===== config.mk =====
export PLATFORM = sky130hd
export DESIGN_NAME = ssdm_top
export DESIGN_NICKNAME = d
export VERILOG_FILES = /design/src/shared/ssdm_pkg.sv /design/src/hdl/ssdm_key_repeat.sv /design/src/hdl/ssdm_top.sv
export SDC_FILE = /design/constraint.sdc
export NUM_CORES = 2
export LEC_CHECK = 0
export BUFFER_PORTS_ARGS = -buffer_cell sky130_fd_sc_hd__buf_2
export CAP_MARGIN = 10
export CORE_ASPECT_RATIO = 1.25
export CORE_MARGIN = 8
export CORE_UTILIZATION = 45
export DETAILED_ROUTE_END_ITERATION = 8
export PLACE_DENSITY = 0.6
export SYNTH_ARGS = -nofsm -noshare
export SYNTH_HDL_FRONTEND = slang
export SYNTH_SLANG_ARGS = --single-unit
export TNS_END_PERCENT = 1

===== constraint.sdc =====
create_clock -name clk -period 35.5 [get_ports clk]
set_input_delay 3.55 -clock clk [delete_from_list [all_inputs] [get_ports clk]]
set_output_delay 3.55 -clock clk [all_outputs]
set_load 0.1 [all_outputs]

===== src/shared/ssdm_pkg.sv =====
// Constants and types for the servo status display monitor
package ssdm_pkg;

  // Operating modes of the front panel, cycled by the mode key
  typedef enum logic [1:0] {
    SSDM_MODE_STATUS = 2'h0,
    SSDM_MODE_PARAM  = 2'h1,
    SSDM_MODE_MONITOR = 2'h2,
    SSDM_MODE_UTILITY = 2'h3
  } ssdm_mode_t;

  // Sub-view inside parameter and monitor modes
  typedef enum logic [0:0] {
    SSDM_VIEW_NUMBER = 1'h0,
    SSDM_VIEW_VALUE  = 1'h1
  } ssdm_view_t;

  // Status code shown in the code field
  typedef enum logic [2:0] {
    SSDM_CODE_BASE_BLOCK = 3'h0,
    SSDM_CODE_RUN        = 3'h1,
    SSDM_CODE_FWD_PROHIB = 3'h2,
    SSDM_CODE_REV_PROHIB = 3'h3,
    SSDM_CODE_ALARM      = 3'h4
  } ssdm_code_t;

  // Data widths
  localparam int SSDM_DW = 16;
  localparam int SSDM_NUM_W = 8;

  // Threshold defaults
  localparam logic [15:0] SSDM_SPEED_POSITION_DONE_OUT_DEF = 16'h000a;  // 10 rpm
  localparam logic [15:0] SSDM_POS_DONE_DEF = 16'h000a;    // 10 pulse
  localparam logic [15:0] SSDM_ROT_DET_DEF = 16'h0014;     // 20 rpm
  localparam logic [15:0] SSDM_TORQUE_PCT = 16'h000a;      // 10 % of rated

  // Indicator bit positions
  localparam int SSDM_IND_POSITION_DONE_OUT = 0;
  localparam int SSDM_IND_BASE = 1;
  localparam int SSDM_IND_CPWR = 2;
  localparam int SSDM_IND_REF = 3;
  localparam int SSDM_IND_TRQ = 4;
  localparam int SSDM_IND_RDY = 5;
  localparam int SSDM_IND_ROT = 6;

  // Monitor item numbers
  localparam logic [7:0] SSDM_MON_SPEED = 8'h00;
  localparam logic [7:0] SSDM_MON_TORQUE = 8'h03;
  localparam logic [7:0] SSDM_MON_ANGLE = 8'h04;
  localparam logic [7:0] SSDM_MON_INPUTS = 8'h05;
  localparam logic [7:0] SSDM_MON_ENCODER = 8'h06;
  localparam logic [7:0] SSDM_MON_OUTPUTS = 8'h07;
  localparam logic [7:0] SSDM_MON_FREQ = 8'h08;
  localparam logic [7:0] SSDM_MON_ROT_CNT = 8'h09;
  localparam logic [7:0] SSDM_MON_ROT_SCL = 8'h0a;
  localparam logic [7:0] SSDM_MON_DEV_LO = 8'h0b;
  localparam logic [7:0] SSDM_MON_DEV_HI = 8'h0c;
  localparam logic [7:0] SSDM_MON_GIV_CNT = 8'h0d;
  localparam logic [7:0] SSDM_MON_GIV_SCL = 8'h0e;
  localparam logic [7:0] SSDM_MON_INERTIA = 8'h0f;
  localparam logic [7:0] SSDM_MON_OVERLOAD = 8'h10;
  localparam logic [7:0] SSDM_MON_BUS_V = 8'h11;
  localparam logic [7:0] SSDM_MON_LAST = 8'h11;

  // Encoder and output monitor bit positions
  localparam int SSDM_ENC_C = 4;
  localparam int SSDM_ENC_B = 5;
  localparam int SSDM_ENC_A = 6;
  localparam int SSDM_OUT_ALM = 0;
  localparam int SSDM_OUT_POSITION_DONE_OUT = 1;
  localparam int SSDM_OUT_ROT = 2;
  localparam int SSDM_OUT_RDY = 3;

  // Key hold auto-repeat timing
  localparam int SSDM_CLK_MHZ = 250;
  localparam int SSDM_HOLD_MS = 500;
  localparam int SSDM_REPEAT_MS = 50;
  localparam int SSDM_HOLD_CYC = SSDM_HOLD_MS * 1000 * SSDM_CLK_MHZ;
  localparam int SSDM_REPEAT_CYC = SSDM_REPEAT_MS * 1000 * SSDM_CLK_MHZ;
  localparam int SSDM_PARAM_LAST = 255;

  // Register map
  localparam logic [3:0] SSDM_REG_SPEED_THR = 4'h0;
  localparam logic [3:0] SSDM_REG_POS_THR = 4'h1;
  localparam logic [3:0] SSDM_REG_ROT_THR = 4'h2;
  localparam logic [3:0] SSDM_REG_STATUS = 4'h3;
  localparam logic [3:0] SSDM_REG_PANEL = 4'h4;
  localparam logic [3:0] SSDM_REG_PARAM_VAL = 4'h5;

endpackage


===== src/hdl/ssdm_key_repeat.sv =====
// Key press edge and hold auto-repeat generator
`timescale 1ns/1ns
module ssdm_key_repeat #(
  parameter int HOLD_CYC = 125000000,
  parameter int REPEAT_CYC = 12500000
) (
  // Clock and reset
  input wire logic clk,
  input wire logic rst,
  input wire logic ce,
  // Key level and stepped pulse
  input wire logic key,
  output logic step
);
  logic key_q;
  logic [31:0] cnt_q;
  logic repeating_q;

  // First press gives a step, holding repeats after a delay
  always_ff @(posedge clk) begin
    if (rst) begin
      key_q <= 1'b0;
      cnt_q <= 32'h0;
      repeating_q <= 1'b0;
      step <= 1'b0;
    end else if (ce) begin
      key_q <= key;
      step <= 1'b0;
      if (key && !key_q) begin
        step <= 1'b1;
        cnt_q <= 32'h0;
        repeating_q <= 1'b0;
      end else if (key) begin
        if (cnt_q >= 32'(repeating_q ? REPEAT_CYC - 1 : HOLD_CYC - 1)) begin
          step <= 1'b1;
          cnt_q <= 32'h0;
          repeating_q <= 1'b1;
        end else begin
          cnt_q <= cnt_q + 32'h1;
        end
      end else begin
        repeating_q <= 1'b0;
      end
    end
  end
endmodule


===== src/hdl/ssdm_top.sv =====
// Servo status display and monitor logic for the front panel
//
// Functional notes
// - Status display mode selected after reset
// - Mode key cycles four modes with wrap
// - Indicator meanings depend on control mode
// - Speed coincidence when speed error within threshold
// - Torque control keeps coincidence lit
// - Position done when error below threshold
// - Base block lit unless servo on and motor power on
// - Control power indicator follows supply
// - Reference pulse lit in position only
// - Torque indicator above ten percent rated
// - Deviation clear indicator mirrors input
// - Power ready follows main supply
// - Rotation detected above rotation threshold
// - Code base block or run
// - Overtravel codes when inputs off
// - Alarm code shown, enter in status mode clears alarms
// - Parameter number and value key navigation
// - Monitor enter toggles number and value
// - Speed, torque, bus voltage monitor items
// - Deviation counter split low and high
// - Scaled and raw pulse count items
// - Input, encoder, output monitor bit maps
`timescale 1ns/1ns
module ssdm_top #(
  parameter int HOLD_CYC = ssdm_pkg::SSDM_HOLD_CYC,
  parameter int REPEAT_CYC = ssdm_pkg::SSDM_REPEAT_CYC
) (
  // Clock, reset, enable
  input wire logic clk,
  input wire logic rst,
  input wire logic ce,
  // Panel keys, levels
  input wire logic key_mode,
  input wire logic key_up,
  input wire logic key_down,
  input wire logic key_enter,
  // Drive state
  input wire logic pos_ctrl,
  input wire logic torque_ctrl,
  input wire logic servo_on_in,
  input wire logic motor_power_on,
  input wire logic control_power_ok,
  input wire logic main_power_ok,
  input wire logic ref_pulse_active,
  input wire logic deviation_clear_in,
  input wire logic forward_overtravel_in,
  input wire logic reverse_overtravel_in,
  input wire logic proportional_control_in,
  input wire logic alarm_reset_in,
  input wire logic forward_current_limit_in,
  input wire logic reverse_current_limit_in,
  input wire logic alarm_active,
  input wire logic [7:0] alarm_number,
  input wire logic servo_ready,
  input wire logic enc_a,
  input wire logic enc_b,
  input wire logic enc_c,
  input wire logic signed [15:0] motor_speed,
  input wire logic signed [15:0] ref_speed,
  input wire logic signed [15:0] torque_ref_pct,
  input wire logic signed [31:0] pos_error,
  input wire logic [15:0] angle_pulses,
  input wire logic [15:0] pulse_freq_khz,
  input wire logic [31:0] rotation_pulses,
  input wire logic [31:0] given_pulses,
  input wire logic [15:0] inertia_pct,
  input wire logic [15:0] overload_pct,
  input wire logic [15:0] bus_voltage,
  // Register port
  input wire logic [3:0] reg_addr,
  input wire logic [15:0] reg_wdata,
  input wire logic reg_wr,
  input wire logic reg_rd,
  output logic [15:0] reg_rdata,
  // Display outputs
  output ssdm_pkg::ssdm_mode_t mode,
  output ssdm_pkg::ssdm_view_t view,
  output logic [6:0] indicators,
  output ssdm_pkg::ssdm_code_t status_code,
  output logic [7:0] alarm_code,
  output logic [7:0] item_number,
  output logic [15:0] item_value,
  output logic alarm_clear,
  output logic rotation_detected_out,
  output logic position_done_out,
  output logic alarm_out
);
  import ssdm_pkg::*;

  logic [15:0] speed_thr_q;
  logic [15:0] pos_thr_q;
  logic [15:0] rot_thr_q;
  logic [7:0] param_num_q;
  logic [7:0] mon_num_q;
  logic [15:0] param_mem [0:255];
  logic step_mode;
  logic step_up;
  logic step_down;
  logic step_enter;
  logic [6:0] ind_d;
  logic [15:0] speed_err;
  logic [15:0] speed_abs;
  logic [31:0] pos_abs;
  logic position_done_out_d;
  logic rot_d;
  ssdm_code_t code_d;
  logic [15:0] mon_d;

  // Absolute value helper
  function automatic logic [15:0] abs16(input logic signed [15:0] v);
    abs16 = v[15] ? 16'(-v) : 16'(v);
  endfunction

  // Item stepping with wrap
  function automatic logic [7:0] step_num(input logic [7:0] n, input logic up,
                                          input logic [7:0] last);
    if (up) step_num = (n == last) ? 8'h00 : 8'(n + 8'h01);
    else step_num = (n == 8'h00) ? last : 8'(n - 8'h01);
  endfunction

  // Key edge and repeat generators, one per key
  ssdm_key_repeat #(.HOLD_CYC(HOLD_CYC), .REPEAT_CYC(REPEAT_CYC)) u_mode (
    .clk(clk), .rst(rst), .ce(ce), .key(key_mode), .step(step_mode));
  ssdm_key_repeat #(.HOLD_CYC(HOLD_CYC), .REPEAT_CYC(REPEAT_CYC)) u_up (
    .clk(clk), .rst(rst), .ce(ce), .key(key_up), .step(step_up));
  ssdm_key_repeat #(.HOLD_CYC(HOLD_CYC), .REPEAT_CYC(REPEAT_CYC)) u_down (
    .clk(clk), .rst(rst), .ce(ce), .key(key_down), .step(step_down));
  ssdm_key_repeat #(.HOLD_CYC(HOLD_CYC), .REPEAT_CYC(REPEAT_CYC)) u_enter (
    .clk(clk), .rst(rst), .ce(ce), .key(key_enter), .step(step_enter));

  // Indicator and code decode from live drive state
  always_comb begin
    speed_err = 16'(motor_speed - ref_speed);
    speed_abs = abs16(speed_err);
    pos_abs = pos_error[31] ? 32'(-pos_error) : 32'(pos_error);
    position_done_out_d = torque_ctrl ? 1'b1 : (speed_abs <= speed_thr_q);
    rot_d = abs16(motor_speed) > rot_thr_q;
    ind_d = 7'h0;
    if (pos_ctrl) begin
      ind_d[SSDM_IND_POSITION_DONE_OUT] = pos_abs < 32'(pos_thr_q);
      ind_d[SSDM_IND_REF] = ref_pulse_active;
      ind_d[SSDM_IND_TRQ] = deviation_clear_in;
    end else begin
      ind_d[SSDM_IND_POSITION_DONE_OUT] = position_done_out_d;
      ind_d[SSDM_IND_REF] = 1'b0;
      ind_d[SSDM_IND_TRQ] = !torque_ref_pct[15] &&
                            (16'(torque_ref_pct) > SSDM_TORQUE_PCT);
    end
    ind_d[SSDM_IND_BASE] = !(servo_on_in && motor_power_on);
    ind_d[SSDM_IND_CPWR] = control_power_ok;
    ind_d[SSDM_IND_RDY] = main_power_ok;
    ind_d[SSDM_IND_ROT] = rot_d;
    // Alarm outranks overtravel, which outranks run state
    if (alarm_active) code_d = SSDM_CODE_ALARM;
    else if (!forward_overtravel_in) code_d = SSDM_CODE_FWD_PROHIB;
    else if (!reverse_overtravel_in) code_d = SSDM_CODE_REV_PROHIB;
    else if (servo_on_in && motor_power_on) code_d = SSDM_CODE_RUN;
    else code_d = SSDM_CODE_BASE_BLOCK;
  end

  // Monitor item selection
  always_comb begin
    case (mon_num_q)
      SSDM_MON_SPEED: mon_d = 16'(motor_speed);
      SSDM_MON_TORQUE: mon_d = 16'(torque_ref_pct);
      SSDM_MON_ANGLE: mon_d = angle_pulses;
      SSDM_MON_INPUTS: mon_d = {8'h00, reverse_current_limit_in,
                                forward_current_limit_in, deviation_clear_in,
                                alarm_reset_in, reverse_overtravel_in,
                                forward_overtravel_in, proportional_control_in,
                                servo_on_in};
      SSDM_MON_ENCODER: mon_d = 16'({13'h0, enc_a, enc_b, enc_c} << SSDM_ENC_C);
      SSDM_MON_OUTPUTS: mon_d = {12'h000, servo_ready, rot_d,
                                 (pos_ctrl ? ind_d[SSDM_IND_POSITION_DONE_OUT] : position_done_out_d),
                                 alarm_active};
      SSDM_MON_FREQ: mon_d = pulse_freq_khz;
      SSDM_MON_ROT_CNT: mon_d = rotation_pulses[15:0];
      SSDM_MON_ROT_SCL: mon_d = 16'(rotation_pulses / 32'd10000);
      SSDM_MON_DEV_LO: mon_d = pos_error[15:0];
      SSDM_MON_DEV_HI: mon_d = pos_error[31:16];
      SSDM_MON_GIV_CNT: mon_d = given_pulses[15:0];
      SSDM_MON_GIV_SCL: mon_d = 16'(given_pulses / 32'd10000);
      SSDM_MON_INERTIA: mon_d = inertia_pct;
      SSDM_MON_OVERLOAD: mon_d = overload_pct;
      SSDM_MON_BUS_V: mon_d = bus_voltage;
      default: mon_d = 16'h0000;
    endcase
  end

  // Live indicators and status, registered on every cycle with ce high
  always_ff @(posedge clk) begin
    if (rst) begin
      indicators <= 7'h0;
      status_code <= SSDM_CODE_BASE_BLOCK;
      alarm_code <= 8'h00;
      rotation_detected_out <= 1'b0;
      position_done_out <= 1'b0;
      alarm_out <= 1'b0;
    end else if (ce) begin
      indicators <= ind_d;
      status_code <= code_d;
      alarm_code <= alarm_active ? alarm_number : 8'h00;
      rotation_detected_out <= rot_d;
      position_done_out <= ind_d[SSDM_IND_POSITION_DONE_OUT];
      alarm_out <= alarm_active;
    end
  end

  // Mode and view navigation
  always_ff @(posedge clk) begin
    if (rst) begin
      mode <= SSDM_MODE_STATUS;
      view <= SSDM_VIEW_NUMBER;
      alarm_clear <= 1'b0;
    end else if (ce) begin
      alarm_clear <= 1'b0;
      if (step_mode) begin
        if (mode == SSDM_MODE_PARAM && view == SSDM_VIEW_VALUE) begin
          view <= SSDM_VIEW_NUMBER;
        end else begin
          view <= SSDM_VIEW_NUMBER;
          case (mode)
            SSDM_MODE_STATUS: mode <= SSDM_MODE_PARAM;
            SSDM_MODE_PARAM: mode <= SSDM_MODE_MONITOR;
            SSDM_MODE_MONITOR: mode <= SSDM_MODE_UTILITY;
            SSDM_MODE_UTILITY: mode <= SSDM_MODE_STATUS;
            default: mode <= SSDM_MODE_STATUS;
          endcase
        end
      end else if (step_enter) begin
        case (mode)
          SSDM_MODE_STATUS: alarm_clear <= alarm_active;
          SSDM_MODE_PARAM, SSDM_MODE_MONITOR: view <= ssdm_view_t'(~view);
          default: view <= SSDM_VIEW_NUMBER;
        endcase
      end
    end
  end

  // Parameter and monitor number selection, in number view only
  always_ff @(posedge clk) begin
    if (rst) begin
      param_num_q <= 8'h00;
      mon_num_q <= SSDM_MON_SPEED;
    end else if (ce && (step_up ^ step_down) && view == SSDM_VIEW_NUMBER) begin
      if (mode == SSDM_MODE_PARAM)
        param_num_q <= step_num(param_num_q, step_up, 8'(SSDM_PARAM_LAST));
      else if (mode == SSDM_MODE_MONITOR)
        mon_num_q <= step_num(mon_num_q, step_up, SSDM_MON_LAST);
    end
  end

  // Parameter value store, edited by keys or written by software
  always_ff @(posedge clk) begin
    if (ce) begin
      if (mode == SSDM_MODE_PARAM && view == SSDM_VIEW_VALUE && (step_up ^ step_down))
        param_mem[param_num_q] <= step_up ? param_mem[param_num_q] + 16'h1 :
                                            param_mem[param_num_q] - 16'h1;
      else if (reg_wr && reg_addr == SSDM_REG_PARAM_VAL)
        param_mem[param_num_q] <= reg_wdata;
    end
  end

  // Displayed item number and value
  always_ff @(posedge clk) begin
    if (rst) begin
      item_number <= 8'h00;
      item_value <= 16'h0000;
    end else if (ce) begin
      item_number <= (mode == SSDM_MODE_MONITOR) ? mon_num_q : param_num_q;
      if (mode == SSDM_MODE_MONITOR) item_value <= mon_d;
      else item_value <= param_mem[param_num_q];
    end
  end

  // Threshold registers
  always_ff @(posedge clk) begin
    if (rst) begin
      speed_thr_q <= SSDM_SPEED_POSITION_DONE_OUT_DEF;
      pos_thr_q <= SSDM_POS_DONE_DEF;
      rot_thr_q <= SSDM_ROT_DET_DEF;
    end else if (ce && reg_wr) begin
      if (reg_addr == SSDM_REG_SPEED_THR) speed_thr_q <= reg_wdata;
      if (reg_addr == SSDM_REG_POS_THR) pos_thr_q <= reg_wdata;
      if (reg_addr == SSDM_REG_ROT_THR) rot_thr_q <= reg_wdata;
    end
  end

  // Register read port, data one cycle after strobe
  always_ff @(posedge clk) begin
    if (rst) begin
      reg_rdata <= 16'h0000;
    end else if (ce) begin
      if (reg_rd) begin
        case (reg_addr)
          SSDM_REG_SPEED_THR: reg_rdata <= speed_thr_q;
          SSDM_REG_POS_THR: reg_rdata <= pos_thr_q;
          SSDM_REG_ROT_THR: reg_rdata <= rot_thr_q;
          SSDM_REG_STATUS: reg_rdata <= {6'h00, status_code, indicators};
          SSDM_REG_PANEL: reg_rdata <= {5'h00, view, mode, item_number};
          SSDM_REG_PARAM_VAL: reg_rdata <= param_mem[param_num_q];
          default: reg_rdata <= 16'h0000;
        endcase
      end else begin
        reg_rdata <= 16'h0000;
      end
    end
  end

  // Checks
  property p_base_block;
    @(posedge clk) disable iff (rst)
      ce && !(servo_on_in && motor_power_on) |=> indicators[SSDM_IND_BASE];
  endproperty
  a_base_block: assert property (p_base_block) else $error("base block dark");

  property p_torque_position_done_out;
    @(posedge clk) disable iff (rst)
      ce && torque_ctrl && !pos_ctrl |=> indicators[SSDM_IND_POSITION_DONE_OUT];
  endproperty
  a_torque_position_done_out: assert property (p_torque_position_done_out) else $error("coincidence dark");

  property p_ref_dark;
    @(posedge clk) disable iff (rst)
      ce && !pos_ctrl |=> !indicators[SSDM_IND_REF];
  endproperty
  a_ref_dark: assert property (p_ref_dark) else $error("reference lit");

  property p_alarm_code;
    @(posedge clk) disable iff (rst)
      ce && alarm_active |=> status_code == SSDM_CODE_ALARM && alarm_code == $past(alarm_number);
  endproperty
  a_alarm_code: assert property (p_alarm_code) else $error("alarm code wrong");

  property p_mode_cycle;
    @(posedge clk) disable iff (rst)
      ce && step_mode && mode == SSDM_MODE_UTILITY |=> mode == SSDM_MODE_STATUS;
  endproperty
  a_mode_cycle: assert property (p_mode_cycle) else $error("mode no wrap");

  property p_cpwr;
    @(posedge clk) disable iff (rst)
      ce |=> indicators[SSDM_IND_CPWR] == $past(control_power_ok);
  endproperty
  a_cpwr: assert property (p_cpwr) else $error("control power wrong");

  property p_fwd_ot;
    @(posedge clk) disable iff (rst)
      ce && !alarm_active && !forward_overtravel_in |=> status_code == SSDM_CODE_FWD_PROHIB;
  endproperty
  a_fwd_ot: assert property (p_fwd_ot) else $error("overtravel code");

  property p_mon_enter;
    @(posedge clk) disable iff (rst)
      ce && !step_mode && step_enter && mode == SSDM_MODE_MONITOR |=> view != $past(view);
  endproperty
  a_mon_enter: assert property (p_mon_enter) else $error("monitor view");
endmodule


==> metrics list <==
* Worst Tran Pin Value: ~1.6 ns
* Buffers & Inverters on Critical Path: 2
- Global-route wire length before repair: a little over 700 mm
- Aggregate routed wire length: 509 mm
- Data arrival, critical path: ~26 ns
- Timing would allow up to 40.1 MHz.
- After synthesis, the netlist uses 133 different library cells.
- Number of clock sinks: between 4,000 and 5,000
- Violation count after the first detailed-route iteration: 9,446
* Die Span X: ~580 um
* Maximum number of pins on one net before global-route repair: just under 200
* Top-count cell post-synth: edfxtp_1
* Initial antenna violation count: 60
- Once detail routing completed, the nets flagged for antenna violations numbered 0.
- Flop-to-flop setup slack: 11.69 ns
* Fraction of layout cells with a size suffix above 1: 27.3%
- After legalization and detailed placement, the total HPWL measured 331 mm.
* RSZ-0062 raised after global routing: no
- The congestion estimate from routability-driven global placement came to 0.950.
- Share of synthesized area occupied by flip-flops and latches: 70.7%
- At the later pin of the worst-skew pair, clock insertion delay measures 1.00 ns.
- The H-tree generated during clock tree synthesis spans 5 levels.
- In the final timing run, aggregate negative setup slack is 0 ns.
* Relative max-transition margin: -7.84%
- Effective utilization at floorplan: 45.1%
* Worst Min Path Start: pos_thr_q[10]
- Total count of max-transition violations in the final report: approximately 130
- The synthesized design contains 4,370 register bits.
- The final reports fail on slew limit.
- Clock skew on the completed layout was measured at 0.0687 ns.
- The startpoint identified for the worst register-to-register timing path is mon_num_q[0].
- Dividing the synthesized area by the synthesized cell count gives 19.1 um^2.
* DR vias: about 96,000
* Clock buffers created by TritonCTS: between 400 and 500
- For this run, the leading register cell type out of synthesis is edfxtp_1.
- TritonCTS clock tree: built
- Share of the synthesized area in the top cell type: 67.7%
- Data on the critical path is required at its endpoint by 36.42 ns.
- The run finished, with violations left.
- Input and output buffers added on the ports amount to 344.
- Max-cap violation count: 0
- Post-synthesis async set-or-reset flop share: 0%
* Height of the chip: 726 um
* Number of instances in the synthesized netlist: 9,527
- Number of synthesized flops with an enable pin: 4,096
- Cell seen most often among critical-path stages: xnor2_1
- WL per Instance: 31.8 um
* Reg clk slew, reported paths: 0.06 ns
- For this design, the CTS-stage hold fixing added 0 buffers.
- The first detailed-routing pass ran for 6 iterations.
- By count the netlist is led by edfxtp_1 (4,096), mux4_2 (1,365), nor2_1 (664), nand2_1 (425), clkbuf_1 (326).
- # Post-CTS Setup Buffers: 0
- Net count, final: 10,657
- Final worst-path cycle share: 70.2%
* Buffer depth of the longest clock path: 4
- Layout overhead on the synthesized area: 13.5%
- Global routing consumed, over all layers together, between 20% and 30% of the routing resources.
* Final setup violation count: 0
* Site row count: between 200 and 300
- Summed over all layers, the global routing overflow is 0.
* Cell taking the most area after synthesis: edfxtp_1
* Type of the worst min-delay path: flip-flop to flip-flop
* CP startpoint: rotation_pulses[24]
- Core Footprint: about 0.4 mm^2
* Die footprint: 0.424 mm^2
* Number of global-route vias before repair: 98,025
- Ranked by total cell area, the synthesized netlist is headed by edfxtp_1 (68%), mux4_2 (17%), dfxtp_1 (3.0%), nor2_1 (1.4%), ha_1 (1.1%).
* DRC violation count after routing: 0
- The number of nets handed over by synthesis was around 10,000.
* CP Max Fanout: 15
* Post-CTS resize count: 0
* Delay of the slowest critical-path stage: between 0.8 and 0.9 ns
- Warning count from the yosys run: 0
- In the routed layout, each cell is associated on average with a via count of around 6.
- Mapped Area: 0.182 mm^2
* I/O pin cnt: about 350
- Critical path type: primary input to flip-flop
* Library cell used as clock root buffer: clkbuf_16
* Crit start category: primary input
- CP delay by family, top: compound AO/OA/AOI/OAI gates
- Final count of hold timing violations: 0
* Nature of the critical path endpoint: flip-flop
* Min Tclk post-route: approximately 25 ns
* Cell with the biggest individual delay on the critical path: xnor2_1
[worst paths after layout]
check,endpoint,depth (start not counted)
worst max register to register,item_value[0],63
worst min-delay path,pos_thr_q[10],2
worst max-delay path,item_value[0],62
worst min register to register,pos_thr_q[10],2
[metal layers]
layer | up-vias | routed length (um) | track usage [%]
li1 | 40805 | - | -
met2 | 3462 | 258000 | 40.5
met4 | 20 | 25500 | 10.1
met1 | 51324 | 196000 | 29.7
met5 | - | 138 | 0
met3 | 873 | 29600 | 3.47
[registers in the layout, summed over array words and instances (netlist names), 2 cells and up, named ones only]
name,count
param_mem,4096
reg_rdata,16
mon_num_q,8
param_num_q,8
indicators,7
speed_thr_q,16
u_up.cnt_q,32
rot_thr_q,16
mode,2
pos_thr_q,16
status_code,3
u_mode.cnt_q,32
item_number,8
alarm_code,8
u_enter.cnt_q,32
item_value,16
u_down.cnt_q,32
[stage by stage]
| stage | worst slack, ns | util (%) | cell area, um^2 | hold WS, ns | cells |
|---|---|---|---|---|---|
| after floorplan | 14.94 | - | 182000 | 0.447 | 9527 |
| after global placement | 10.28 | 47.6 | 192000 | 0.466 | 15189 |
| after detailed placement | 9.92 | 47.6 | 192000 | 0.469 | 15189 |
| after CTS | 10.95 | 51.2 | 206000 | 0.478 | 15975 |
| after global routing | 8.87 | 51.2 | 206000 | 0.485 | 15995 |
| final | 10.58 | 51.2 | 206000 | 0.480 | 16014 |
[tightest hold or removal path, stage by stage (launching register included)]
cell,delay [ns]
dfxtp_1,0.32
nand2_1,0.06
a21oi_1,0.05
[placed cells by master (no fill, tap or decap), drive strengths merged, types with 153 or more instances in the layout]
cell type | Yosys | layout
clkbuf | 327 | 501
ha | 153 | 153
edfxtp | 4096 | 4096
dfxtp | 274 | 274
nor2 | 667 | 667
mux4 | 1365 | 1365
nand2 | 426 | 426
a21oi | 278 | 278
buf | 163 | 761
clkinv | 1 | 190
[cells by family (layout without fill, tap and decap cells)]
| kind of cell | Yosys count | count (layout) | share of synthesized area, % |
|---|---|---|---|
| AOI/OAI and AO/OA | 995 | 995 | 3.93 |
| muxes | 1443 | 1443 | 17.4 |
| adders and majority gates | 166 | 166 | 1.14 |
| other | 0 | 39 | 0 |
| xor gates and xnor gates | 264 | 264 | 1.30 |
| DFF | 4370 | 4370 | 70.7 |
| buffers and inverters | 619 | 1676 | 1.31 |
| and+or+nand+nor | 1670 | 1670 | 4.22 |
[final cells by class]
class                      count  area, um^2
antenna                       39        97.6
multi-input combinational   4538       51000
clock buffer                 501       11000
clock inverter               285        3240
fill                       32107      197000
sequential                  4370      129000
inverter                     129         484
timing repair buffer         761        5110
tap                         5391        6750
Power is left out: the tool's default activity adds up to more than one toggle a clock period on the data nets, which glitch-free logic cannot reach.
